`config.mk`:
```
export PLATFORM = sky130hd
export DESIGN_NAME = dlerr_top
export DESIGN_NICKNAME = d
export VERILOG_FILES = /design/src/hw/dlerr_clkdiv.v /design/src/hw/dlerr_top.v
export VERILOG_INCLUDE_DIRS = /design/src /design/src/include
export SDC_FILE = /design/constraint.sdc
export NUM_CORES = 1
export LEC_CHECK = 0
export ABC_AREA = 1
export BUFFER_PORTS_ARGS = -buffer_cell sky130_fd_sc_hd__buf_2
export CORE_UTILIZATION = 48
export CTS_BUF_LIST = sky130_fd_sc_hd__clkbuf_4
export DETAILED_ROUTE_END_ITERATION = 6
export PLACE_DENSITY_LB_ADDON = 0.08
export REMOVE_ABC_BUFFERS = 1
export SYNTH_ARGS = -nofsm -noshare
export SYNTH_HDL_FRONTEND = slang
export SYNTH_SLANG_ARGS = --single-unit
```
`constraint.sdc`:
```
create_clock -name aclk -period 1.32 [get_ports aclk]
set_input_delay 0.264 -clock aclk [delete_from_list [all_inputs] [get_ports aclk]]
set_output_delay 0.264 -clock aclk [all_outputs]
set_load 0.01 [all_outputs]
```
`src/include/dlerr_defines.vh`:
```
// Purpose: constants for the die link initiator error control block
// Assumes: one bus clock, AXI4-Lite register access, 32-bit data
// Notes: register byte address is four times the register index
//
// Contract
// ctrl-one bit 7 enables target interrupt forwarding
// count link cycles after last; limit expiry flags timeout
// limit zero: ack only in next cycle
// nonzero limit: up to limit waits allowed
// wait limit write-once unless special mode
// summary flag bit 7 on any error, unmaskable
// write 1 clears summary, 0 ignored
// ack cycle not all ones sets bit 6
// pending summary cancels request, idle, sets bit 5
// timeout sets status bit 4
// target error in ack cycle sets bit 3
// parity error sets status bit 2
// received parity bits at bits 1 and 0
// detail flags clear with summary clear
// link clock is bus clock divided 1 to 4; the code holds the pin low at divide-by-1
// link enable write-once unless special mode
// wait counter restarts at last, stops on ack
// summary sets with detail; details held until cleared
`ifndef DLERR_DEFINES_VH
`define DLERR_DEFINES_VH

// ==========================================================
// register indices
`define DLERR_IDX_CTL0 4'h0
`define DLERR_IDX_CTL1 4'h1
`define DLERR_IDX_STAT 4'h2
`define DLERR_IDX_IRQ_STAT 4'h8
`define DLERR_IDX_IRQ_MASK 4'h9

// ==========================================================
// field positions
`define DLERR_CTL0_ENABLE 7
`define DLERR_CTL1_IRQ_EN 7
`define DLERR_ST_SUMMARY 7
`define DLERR_ST_ACKLINE 6
`define DLERR_ST_CANCEL 5
`define DLERR_ST_TIMEOUT 4
`define DLERR_ST_TARGET 3
`define DLERR_ST_PARITY 2
`define DLERR_IRQ_ERROR 0
`define DLERR_IRQ_EXT 1

// ==========================================================
// reset values and answers
`define DLERR_RST_BYTE 8'h00
`define DLERR_RST_LIMIT 4'h0
`define DLERR_RST_DIV 2'h0
`define DLERR_RESP_OKAY 2'b00
`define DLERR_RESP_SLVERR 2'b10

`endif

```
`src/hw/dlerr_clkdiv.v`:
```
// Purpose: interface clock divider, bus clock over 1 to 4
// Assumes: divider field stable while enabled
// Notes: high phase never longer than low phase
`include "dlerr_defines.vh"

module dlerr_clkdiv (
    // clock and reset
    input wire aclk,
    input wire aresetn,
    // control
    input wire enable,
    input wire [1:0] div_sel,
    // link clock
    output reg link_clock_out,
    output reg link_tick
);

    reg [1:0] phase;

    // =====================================================
    // divider: period is div_sel+1 bus cycles
    // high for floor(period/2) cycles; divide-by-1 cannot be
    // built from flops, so the pin stays low, tick every cycle
    always @(posedge aclk) begin
        if (!aresetn) begin
            phase <= 2'h0;
            link_clock_out <= 1'b0;
            link_tick <= 1'b0;
        end else if (!enable) begin
            phase <= 2'h0;
            link_clock_out <= 1'b0;
            link_tick <= 1'b0;
        end else begin
            link_tick <= (phase == div_sel);
            if (phase == div_sel) begin
                phase <= 2'h0;
            end else begin
                phase <= phase + 2'h1;
            end
            link_clock_out <= (div_sel != 2'h0) &&
                ({1'b0, phase} < ({1'b0, div_sel} + 3'h1) / 3'h2);
        end
    end

endmodule // dlerr_clkdiv

```
`src/hw/dlerr_top.v`:
```
// Purpose: error detection, ack timeout and status of the link initiator
// Assumes: sequencer pulses last and ack strobes on link ticks
// Notes: registers reached over AXI4-Lite, one byte per word
//
// Decided for this implementation: the AXI4-Lite interface to the registers.
`include "dlerr_defines.vh"

module dlerr_top #(
    parameter ADDR_W = 6,
    parameter DATA_W = 8
) (
    // clock and reset
    input wire aclk,
    input wire aresetn,
    // axi4-lite write address
    input wire [ADDR_W-1:0] s_axi_awaddr,
    input wire s_axi_awvalid,
    output wire s_axi_awready,
    // axi4-lite write data
    input wire [31:0] s_axi_wdata,
    input wire [3:0] s_axi_wstrb,
    input wire s_axi_wvalid,
    output wire s_axi_wready,
    // axi4-lite write response
    output reg [1:0] s_axi_bresp,
    output reg s_axi_bvalid,
    input wire s_axi_bready,
    // axi4-lite read address
    input wire [ADDR_W-1:0] s_axi_araddr,
    input wire s_axi_arvalid,
    output wire s_axi_arready,
    // axi4-lite read data
    output reg [31:0] s_axi_rdata,
    output reg [1:0] s_axi_rresp,
    output reg s_axi_rvalid,
    input wire s_axi_rready,
    // mode strap
    input wire special_mode,
    // transaction sequencer side
    input wire txn_req,
    input wire txn_last,
    output wire txn_grant,
    output wire txn_cancel,
    output wire link_cmd_idle,
    // acknowledge cycle sampling
    input wire ack_strobe,
    input wire [DATA_W-1:0] link_data_in,
    input wire target_err_in,
    input wire parity_err_in,
    input wire [1:0] rx_parity,
    // target interrupt request
    input wire ext_irq_in,
    output wire ext_irq_out,
    // link clock
    output wire link_clock_out,
    output wire link_tick,
    output wire link_enable_out,
    // interrupt and status
    output wire irq,
    output wire error_pending
);

    // =====================================================
    // state
    reg link_enable;
    reg [1:0] link_clock_divider;
    reg ext_irq_enable;
    reg [3:0] ack_wait_limit;
    reg error_summary_flag;
    reg ack_line_error_flag;
    reg cancel_flag;
    reg timeout_error_flag;
    reg target_error_flag;
    reg parity_error_flag;
    reg rx_parity_upper;
    reg rx_parity_lower;
    reg waiting;
    reg [3:0] wait_count;
    reg [1:0] irq_status;
    reg [1:0] irq_mask;
    reg ext_irq_seen;
    reg aw_held;
    reg w_held;
    reg [ADDR_W-1:0] aw_addr;
    reg [7:0] w_byte;
    reg w_lane0;

    // =====================================================
    // helpers
    function [3:0] reg_index;
        input [ADDR_W-1:0] addr;
        begin
            reg_index = addr[5:2];
        end
    endfunction

    function mapped;
        input [3:0] idx;
        begin
            mapped = (idx == `DLERR_IDX_CTL0) ||
                     (idx == `DLERR_IDX_CTL1) ||
                     (idx == `DLERR_IDX_STAT) ||
                     (idx == `DLERR_IDX_IRQ_STAT) ||
                     (idx == `DLERR_IDX_IRQ_MASK);
        end
    endfunction

    // =====================================================
    // interface clock
    dlerr_clkdiv u_clkdiv (
        .aclk(aclk),
        .aresetn(aresetn),
        .enable(link_enable),
        .div_sel(link_clock_divider),
        .link_clock_out(link_clock_out),
        .link_tick(link_tick)
    );

    // =====================================================
    // write channel: address and data taken in either order
    wire do_write;
    wire [3:0] wr_idx;
    wire wr_ok;

    assign s_axi_awready = !aw_held && !s_axi_bvalid;
    assign s_axi_wready = !w_held && !s_axi_bvalid;
    assign do_write = aw_held && w_held && !s_axi_bvalid;
    assign wr_idx = reg_index(aw_addr);
    assign wr_ok = do_write && w_lane0;

    always @(posedge aclk) begin
        if (!aresetn) begin
            aw_held <= 1'b0;
            w_held <= 1'b0;
            aw_addr <= {ADDR_W{1'b0}};
            w_byte <= `DLERR_RST_BYTE;
            w_lane0 <= 1'b0;
            s_axi_bvalid <= 1'b0;
            s_axi_bresp <= `DLERR_RESP_OKAY;
        end else begin
            if (s_axi_awvalid && s_axi_awready) begin
                aw_held <= 1'b1;
                aw_addr <= s_axi_awaddr;
            end
            if (s_axi_wvalid && s_axi_wready) begin
                w_held <= 1'b1;
                w_byte <= s_axi_wdata[7:0];
                w_lane0 <= s_axi_wstrb[0];
            end
            if (do_write) begin
                aw_held <= 1'b0;
                w_held <= 1'b0;
                s_axi_bvalid <= 1'b1;
                s_axi_bresp <= mapped(wr_idx) ? `DLERR_RESP_OKAY
                                              : `DLERR_RESP_SLVERR;
            end else if (s_axi_bvalid && s_axi_bready) begin
                s_axi_bvalid <= 1'b0;
            end
        end
    end

    // =====================================================
    // control registers; write-once guards once enabled
    wire ctl_locked;
    assign ctl_locked = link_enable && !special_mode;

    always @(posedge aclk) begin
        if (!aresetn) begin
            link_enable <= 1'b0;
            link_clock_divider <= `DLERR_RST_DIV;
            ext_irq_enable <= 1'b0;
            ack_wait_limit <= `DLERR_RST_LIMIT;
            irq_mask <= 2'h0;
        end else if (wr_ok) begin
            if (wr_idx == `DLERR_IDX_CTL0 && !ctl_locked) begin
                link_enable <= w_byte[`DLERR_CTL0_ENABLE];
                link_clock_divider <= w_byte[1:0];
            end
            if (wr_idx == `DLERR_IDX_CTL1) begin
                ext_irq_enable <= w_byte[`DLERR_CTL1_IRQ_EN];
                if (!ctl_locked) begin
                    ack_wait_limit <= w_byte[3:0];
                end
            end
            if (wr_idx == `DLERR_IDX_IRQ_MASK) begin
                irq_mask <= w_byte[1:0];
            end
        end
    end

    // =====================================================
    // request gate: a pending error turns a request into idle
    assign txn_grant = txn_req && link_enable && !error_summary_flag;
    assign txn_cancel = txn_req && link_enable && error_summary_flag;
    assign link_cmd_idle = !txn_grant;
    assign ext_irq_out = ext_irq_in && ext_irq_enable;
    assign link_enable_out = link_enable;

    // =====================================================
    // acknowledge wait counter, advanced on link ticks only
    wire ack_now;
    wire expire;
    assign ack_now = waiting && link_tick && ack_strobe;
    // limit zero: no ack on the first tick is already late
    assign expire = waiting && link_tick && !ack_strobe &&
                    (wait_count == ack_wait_limit);

    always @(posedge aclk) begin
        if (!aresetn) begin
            waiting <= 1'b0;
            wait_count <= 4'h0;
        end else if (txn_last) begin
            waiting <= 1'b1;
            wait_count <= 4'h0;
        end else if (ack_now || expire) begin
            waiting <= 1'b0;
        end else if (waiting && link_tick) begin
            wait_count <= wait_count + 4'h1;
        end
    end

    // =====================================================
    // error flags: a new error wins over a same-cycle clear
    wire clr_errors;
    wire set_ackline;
    wire set_cancel;
    wire set_timeout;
    wire set_target;
    wire set_parity;
    wire any_set;
    assign clr_errors = wr_ok && (wr_idx == `DLERR_IDX_STAT) &&
                        w_byte[`DLERR_ST_SUMMARY];
    assign set_ackline = ack_now && !(&link_data_in);
    assign set_cancel = txn_cancel;
    assign set_timeout = expire;
    assign set_target = ack_now && target_err_in;
    assign set_parity = parity_err_in;
    assign any_set = set_ackline || set_cancel || set_timeout ||
                     set_target || set_parity;

    always @(posedge aclk) begin
        if (!aresetn) begin
            error_summary_flag <= 1'b0;
            ack_line_error_flag <= 1'b0;
            cancel_flag <= 1'b0;
            timeout_error_flag <= 1'b0;
            target_error_flag <= 1'b0;
            parity_error_flag <= 1'b0;
        end else begin
            // summary follows any detail in the same cycle
            error_summary_flag <= any_set ||
                (error_summary_flag && !clr_errors);
            ack_line_error_flag <= set_ackline ||
                (ack_line_error_flag && !clr_errors);
            cancel_flag <= set_cancel ||
                (cancel_flag && !clr_errors);
            timeout_error_flag <= set_timeout ||
                (timeout_error_flag && !clr_errors);
            target_error_flag <= set_target ||
                (target_error_flag && !clr_errors);
            parity_error_flag <= set_parity ||
                (parity_error_flag && !clr_errors);
        end
    end

    // =====================================================
    // received parity bits, updated on each ack or parity event
    always @(posedge aclk) begin
        if (!aresetn) begin
            rx_parity_upper <= 1'b0;
            rx_parity_lower <= 1'b0;
        end else if (ack_now || parity_err_in) begin
            rx_parity_upper <= rx_parity[1];
            rx_parity_lower <= rx_parity[0];
        end
    end

    // =====================================================
    // read channel; one outstanding read at a time
    wire [3:0] rd_idx;
    wire rd_take;
    wire [7:0] stat_byte;
    assign s_axi_arready = !s_axi_rvalid;
    assign rd_take = s_axi_arvalid && s_axi_arready;
    assign rd_idx = reg_index(s_axi_araddr);
    assign stat_byte = {error_summary_flag, ack_line_error_flag,
                        cancel_flag, timeout_error_flag,
                        target_error_flag, parity_error_flag,
                        rx_parity_upper, rx_parity_lower};

    always @(posedge aclk) begin
        if (!aresetn) begin
            s_axi_rvalid <= 1'b0;
            s_axi_rdata <= 32'h0000_0000;
            s_axi_rresp <= `DLERR_RESP_OKAY;
        end else if (rd_take) begin
            s_axi_rvalid <= 1'b1;
            s_axi_rresp <= mapped(rd_idx) ? `DLERR_RESP_OKAY
                                          : `DLERR_RESP_SLVERR;
            case (rd_idx)
                `DLERR_IDX_CTL0: begin
                    s_axi_rdata <= {24'h00_0000, link_enable, 5'h00,
                                    link_clock_divider};
                end
                `DLERR_IDX_CTL1: begin
                    s_axi_rdata <= {24'h00_0000, ext_irq_enable, 3'h0,
                                    ack_wait_limit};
                end
                `DLERR_IDX_STAT: begin
                    s_axi_rdata <= {24'h00_0000, stat_byte};
                end
                `DLERR_IDX_IRQ_STAT: begin
                    s_axi_rdata <= {30'h0000_0000, irq_status};
                end
                `DLERR_IDX_IRQ_MASK: begin
                    s_axi_rdata <= {30'h0000_0000, irq_mask};
                end
                default: begin
                    s_axi_rdata <= 32'h0000_0000;
                end
            endcase
        end else if (s_axi_rvalid && s_axi_rready) begin
            s_axi_rvalid <= 1'b0;
        end
    end

    // =====================================================
    // sticky interrupt status, cleared by its read; an event in
    // the read cycle survives so no edge is lost
    wire irq_rd_clr;
    wire ext_rise;
    assign irq_rd_clr = rd_take && (rd_idx == `DLERR_IDX_IRQ_STAT);
    assign ext_rise = ext_irq_out && !ext_irq_seen;

    always @(posedge aclk) begin
        if (!aresetn) begin
            irq_status <= 2'h0;
            ext_irq_seen <= 1'b0;
        end else begin
            ext_irq_seen <= ext_irq_out;
            irq_status[`DLERR_IRQ_ERROR] <= any_set ||
                (irq_status[`DLERR_IRQ_ERROR] && !irq_rd_clr);
            irq_status[`DLERR_IRQ_EXT] <= ext_rise ||
                (irq_status[`DLERR_IRQ_EXT] && !irq_rd_clr);
        end
    end

    // summary error is never masked, the rest through the mask
    assign irq = |(irq_status & irq_mask) || error_summary_flag;
    assign error_pending = error_summary_flag;

endmodule // dlerr_top

```
==> results of run 1 <==
==> area by class of cell <==
| type | count | area, µm² | area share, % |
|---|---|---|---|
| clock buffers | 5 | 37.5 | 1.15 |
| repair buffers | 86 | 526 | 16.1 |
| well taps | 70 | 87.6 | 2.68 |
| clock inverters | 3 | 16.3 | 0.498 |
| inverters | 46 | 173 | 5.29 |
| multi-input cells | 267 | 1320 | 40.5 |
| flip-flops and latches | 54 | 1100 | 33.8 |
==> worst max-delay path, delay by kind of cell, from the launching register on <==
kind                   cells  cell delay (ps)
buffers and inverters      1              140
AO/OA/AOI/OAI              1              350
flip-flops                 1              350
==> registers in the layout, summed over array words and instances (netlist names), 2 cells and up <==
| name | count |
|---|---|
| ack_wait_limit | 4 |
| aw_addr | 4 |
| irq_mask | 2 |
| irq_status | 2 |
| link_clock_divider | 2 |
| s_axi_rdata | 8 |
| u_clkdiv.phase | 2 |
| w_byte | 5 |
| wait_count | 4 |
==> what timing repair did <==
action,CTS,global route
endpoints found under the setup margin,5,17
hold endpoints to repair,0,0
pin swaps,1,1
buffers inserted,4,3
gates resized for setup,7,26
==> kinds of logic after synthesis <==
group,Yosys count,synth area share [%]
other,1,0.141
AND/OR/NAND/NOR,163,27.6
adder cells (fa/ha/maj),4,1.89
buffers and inverters,77,14.7
AO/OA/AOI/OAI,70,13.6
flip-flops,54,40.7
XOR/XNOR,4,1.32
==> metal layers <==
metal / part of all wire [%] / routed length, µm
met5: 0 / 0
met4: 1.5 / 88
met3: 5.4 / 307
met2: 47 / 2700
met1: 46 / 2630
==> worst max path at each step <==
stage                               start  cells after the start              to
after floorplan              s_axi_rvalid                      8   irq_status[0]
after global placement    s_axi_araddr[5]                      9  s_axi_rdata[0]
after detailed placement  s_axi_araddr[4]                      9  s_axi_rdata[3]
after CTS                     irq_mask[0]                      2             irq
after global routing          irq_mask[0]                      2             irq
final                         irq_mask[0]                      2             irq
==> through the flow <==
step	worst slack [ps]	utilization [%]	setup TNS, ps	total power, mW
6_report	-147	62.7	-150	2.90
4_1_cts	-163	60.7	-163	2.91
2_1_floorplan	25.4	-	0	2.00
3_5_place_dp	75.7	58.8	0	2.20
3_3_place_gp	82.2	58.8	0	2.19
5_1_grt	-197	62.7	-285	3.05
==> where the power goes <==
group,internal (mW),switching (mW),total [mW]
registers,1.70,0.0499,1.75
logic,0.178,0.263,0.441
clock network,0.200,0.511,0.710
==> layout by cell type, fill, tap and decap left out, types with 2 or more instances in the layout <==
cell,n
a21oi_1,31
buf_2,57
buf_4,23
buf_6,6
clkbuf_4,5
conb_1,26
dfxtp_1,43
dfxtp_2,8
dfxtp_4,3
ha_1,4
inv_1,38
inv_2,8
nand2_1,67
nand2_2,2
nand2_4,2
nand3_1,20
nand3_2,2
nand3_4,3
nand4_1,5
nor2_1,48
nor2_2,5
nor2_4,4
nor3_1,2
o21ai_0,34
xnor2_1,2
xor2_1,2
==> results by group, run 1 <==
Place
  – DP Wirelength: 4.43 mm
  – Port bufs: 61
  – RePlAce Congestion: 0.852
  – Cells after DPL: 516
  – Post-placement cell area: 0.00306 mm²

Floorplan
  – Die area: 0.00583 mm²
  – Die W: 76.4 µm
  – Initial Util: 51.0%
  – Die Y: 76.4 µm
  – Ports: 122
  – Row count: 26
  – Core area: 0.00520 mm²

Power
  – Pwr Density: 887 mW/mm²
  – P_leak: 1.55 nW
  – VDD IR max: 0.000636 V

STA
  – Clk_skew: 5.80 ps
  – Hold violation count in the final report: 0
  – Setup-failing EPs final: 2
  – Worst setup margin: -147 ps
  – Pins Over Slew Limit: 0
  – Minimum clock period: 1470 ps
  – Final period util: 111%
  – WHS: 115 ps
  – Max Clk Rate: 0.682 GHz
  – RSZ-0062 raised after global routing: true

CTS
  – Worst skew pair latency: 360 ps
  – Root Driver: clkbuf_4
  – CTS H-tree lvls: 2
  – TritonCTS clock tree: yes
  – Reg clk slew, reported paths: 150 ps
  – Total CTS buffers: 5
  – Clock sink total: 54
  – CTS Buffer Depth: 2
  – Cts hold-fix bufs: 0

Worst setup path
  – Crit path cell chain: a221o_1 -> buf_2
  – Reg-to-reg startpoint: s_axi_bvalid
  – Setup crit end kind: output port
  – Reg-to-reg critical path endpoint: target_error_flag
  – Worst r2r path cells: 5
  – Critical path type: register to output port
  – Critical path required time: 1060 ps
  – Reg2reg setup slack: 110 ps
  – Critical Path AT: 1200 ps
  – CP max-delay cell: dfxtp_2
  – CP peak stage delay: 350 ps
  – CP max FO: 2
  – Startpoint type of the worst setup path: register

GRT
  – Met2 GRT Util: 35.7%
  – Antenna violations before repair: 0
  – Total track usage: 20.1%
  – Met1 usage: 24.6%
  – Top Usage Layer GRT: met2
  – Vias in the first global route: 2,172
  – Grt total ovfl: 0
  – Met3 usage: 4.07%
  – Pin count of the biggest net entering global routing: 19
  – First-pass GRT wire length: 9.56 mm

Route
  – Routed WL per cell: 10.8 µm
  – Iteration-0 DRC Markers: 118
  – Vias: 2,492
  – Vias/cell: 4.69
  – 1st-pass router iterations: 4
  – DRT antenna net count: 0
  – Final WL: 5.72 mm
  – Drt drc: 0

Layout
  – Layout cells sized above 1: 28.6%
  – Final net count: 536
  – Final instance area: 0.00326 mm²
  – # fillers: 499
  – Antenna diodes: 0
  – Layout Cells excl Fill: 531
  – Area grow syn2layout: 23.0%

Worst hold path
  – WHS Path Cells: 3
  – Hold Crit Class: primary input to register
  – End of the worst hold path: rx_parity_lower
  – Min-delay src: rx_parity[0]

Synthesis
  – Top FF cell, synth: dfxtp_1
  – Post-synth top cells: 68 x nand2_1, 54 x dfxtp_1, 51 x nor2_1
  – Ys Warns: 0
  – Synth Instances: 373
  – Mapped Area: 0.00266 mm²
  – Area leader, netlist: dfxtp_1
  – Post-synthesis sequential area ratio: 40.7%
  – Synth async-reset ratio: 0%
  – Area contributors post-synth: dfxtp_1 41%, nand2_1 9.6%, buf_4 7.6%
  – Syn_area_per_cell: 7.12 µm²
  – Most numerous cell in the Yosys netlist: nand2_1
  – Post-synth EDFFs: 0
  – Library cells used by synthesis: 29
  – Synth top area share: 40.7%
  – #FFs+latches synth: 54

Outcome
  – Status: complete, but fails checks
  – Failing checks: setup timing

Run
  – Max Cap Violations: 0
No activity file was read; power rests on OpenSTA's default activity.
==> run 2, diff against run 1 <==
--- a/config.mk
+++ b/config.mk
@@ -10,6 +10,7 @@
 export BUFFER_PORTS_ARGS = -buffer_cell sky130_fd_sc_hd__buf_2
 export CORE_UTILIZATION = 48
 export CTS_BUF_LIST = sky130_fd_sc_hd__clkbuf_4
+export CTS_CLUSTER_SIZE = 12
 export DETAILED_ROUTE_END_ITERATION = 6
 export PLACE_DENSITY_LB_ADDON = 0.08
 export REMOVE_ABC_BUFFERS = 1
==> constraint.sdc (replaced) <==
create_clock -name aclk -period 1.4 [get_ports aclk]
set_input_delay 0.28 -clock aclk [delete_from_list [all_inputs] [get_ports aclk]]
set_output_delay 0.28 -clock aclk [all_outputs]
set_load 0.01 [all_outputs]
==> run 2 against run 1 <==
  * The flow still finishes with violations (setup timing)
  * Cell area decreased by 4.5%
  * Hold slack improved by 23 ps
  * Routed wire length decreased by 3.4%
  * Cell count decreased by 2.6%
  * First-iteration DRC count decreased by 14%
  * Non-clock buffer count decreased by 14
==> results by group, run 2 (same netlist as run 1, synthesis figures left out) <==
Outcome
  – Status: complete, but fails checks
  – Failing checks: setup timing

CTS
  – TritonCTS clock tree: yes
  – Reg clk slew, reported paths: 150 ps (about the same)
  – Worst skew pair latency: 370 ps (about the same)
  – Clock sink total: 54 (unchanged)
  – CTS Buffer Depth: 2 (unchanged)
  – CTS H-tree lvls: 2 (unchanged)
  – Total CTS buffers: 5 (unchanged)
  – Cts hold-fix bufs: 0 (unchanged)
  – Root Driver: clkbuf_4

Place
  – DP Wirelength: 4.28 mm (-3.4%)
  – Cells after DPL: 506 (-1.9%)
  – Worst slack at placement: 84.5 ps (+8.85 ps)
  – Port bufs: 61 (unchanged)
  – RePlAce Congestion: 0.832 (-2.4%)

Layout
  – Largest regs: s_axi_rdata x8, w_byte x5
  – Biggest register: s_axi_rdata
  – Antenna diodes: 0 (unchanged)
  – Final net count: 522 (-2.6%)
  – Area grow syn2layout: 17.4%
  – Final Core Density: 59.9% (-2.8 points)
  – Layout Cells excl Fill: 517 (-2.6%)
  – Most frequent cells in the layout: 68 x nand2_1, 61 x buf_2, 50 x nor2_1
  – # fillers: 521 (+4.4%)
  – Max reg flops: 8 (unchanged)
  – Layout cells sized above 1: 25.3% (-3.4 points)
  – Most common cell after layout, fill and taps aside: nand2_1

STA
  – Setup TNS: -85.6 ps (+64.0 ps)
  – Worst setup margin: -85.6 ps (+61.2 ps)
  – Final period util: 106%
  – Setup-failing EPs final: 1 (-1)
  – Max Clk Rate: 0.673 GHz
  – Pins Over Slew Limit: 0 (unchanged)
  – Hold violation count in the final report: 0 (unchanged)
  – Minimum clock period: 1490 ps
  – RSZ-0062 raised after global routing: true
  – Clk_skew: 13.3 ps (+7.52 ps)

Floorplan
  – Die W: 76.4 µm (unchanged)
  – Initial Util: 51.0% (unchanged)
  – Die area: 0.00583 mm² (unchanged)
  – Core area: 0.00520 mm² (unchanged)
  – Die Y: 76.4 µm (unchanged)
  – Row count: 26 (unchanged)
  – Ports: 122 (unchanged)

Power
  – VDD IR max: 0.000566 V (-11%)
  – Sw Ratio: 28.2% (-0.24 points)
  – Pwr Density: 863 mW/mm² (-2.7%)
  – Sw Pwr: 0.758 mW (-7.9%)
  – Combinational Power Share: 14.2% (-1.0 points)
  – Clock Power Share: 24.6% (about the same)
  – Int Pwr: 1.93 mW (-6.8%)
  – Register share of total power: 61.2% (+0.9 points)
  – P_leak: 1.47 nW (-5.2%)

GRT
  – Vias in the first global route: 2,067 (-4.8%)
  – Pin count of the biggest net entering global routing: 20 (+1)
  – Antenna violations before repair: 0 (unchanged)
  – Grt total ovfl: 0 (unchanged)
  – First-pass GRT wire length: 9.43 mm (-1.4%)
  – Total track usage: 20.0% (-0.12 points)

Route
  – Drt drc: 0 (unchanged)
  – DRT antenna net count: 0 (unchanged)
  – Routed WL per cell: 10.7 µm (-0.74%)
  – Vias: 2,398 (-3.8%)
  – Vias/cell: 4.64 (-1.2%)
  – Iteration-0 DRC Markers: 102 (-14%)
  – Final WL: 5.53 mm (-3.4%)
  – 1st-pass router iterations: 4 (unchanged)

Worst setup path
  – Critical path type: register to output port
  – Critical Path AT: 1210 ps (about the same)
  – Setup crit end kind: output port
  – Critical path required time: 1120 ps (+60 ps)
  – Startpoint type of the worst setup path: register
  – CP max FO: 6 (+4)

Run
  – Max Cap Violations: 0 (unchanged)

Worst hold path
  – Hold Crit Class: primary input to register
[run 2: changes by cell type in the layout (fill, tap and decap cells not counted), moves of 2 or more]
cell / before / now
buf_2: 57 / 61
buf_4: 23 / 11
buf_6: 6 / 0
dfxtp_1: 43 / 46
dfxtp_2: 8 / 5
nand3_2: 2 / 4
nand3_4: 3 / 1
nor2_1: 48 / 50
nor2_2: 5 / 3
[run 2: final timing paths]
path                                          start                 to  slack, ps  cells after the start
worst min-delay path                       txn_last            waiting        140                      3
worst min register to register  ack_line_error_flag     s_axi_rdata[6]        470                      2
worst max register to register         s_axi_bvalid  target_error_flag        120                      5
worst max-delay path                  error_pending                irq        -90                      2
[run 2: worst max-delay path, cell delays in order (launching register included)]
cell	delay (ps)
dfxtp_4	410
a221o_1	280
buf_2	140
[run 2: area by class of cell]
type	count	area (µm²)	area share, %
Clock inverter	3	16.3	0.522
Multi-Input combinational cell	267	1320	42.2
Tap cell	70	87.6	2.81
Clock buffer	5	37.5	1.20
Inverter	46	173	5.54
Sequential cell	54	1100	35.2
Timing Repair Buffer	72	388	12.4
[run 2: through the flow]
step	cell area (µm²)	total power, mW	hold slack [ps]
after detailed placement	2980	2.05	448
after CTS	3070	2.71	128
final	3120	2.69	138
after global routing	3120	2.86	109
after floorplan	2530	1.89	378
after global placement	2980	2.05	447
[run 2: power by group through the flow]
stage | sequential (mW) | combinational, mW | clock [mW]
after floorplan | 1.68 | 0.210 | 0
after global placement | 1.68 | 0.368 | 0
after detailed placement | 1.68 | 0.373 | 0
after CTS | 1.65 | 0.379 | 0.688
after global routing | 1.66 | 0.429 | 0.769
final | 1.65 | 0.381 | 0.662
[run 2: layer usage]
metal  GRT usage [%]  wire length (µm)  vias to the layer above
met3            5.15               312                        9
li1                -                 -                     1285
met4            5.38                65                        0
met5               0                 0                        -
met2            34.0              2520                       83
met1            25.0              2630                     1021
[run 2: timing repair]
action | in CTS | in global routing
cloned | 0 | 0
gates resized for setup | 7 | 15
pin swaps | 1 | 1
buffers inserted | 2 | 1
endpoints found under the setup margin | 5 | 8
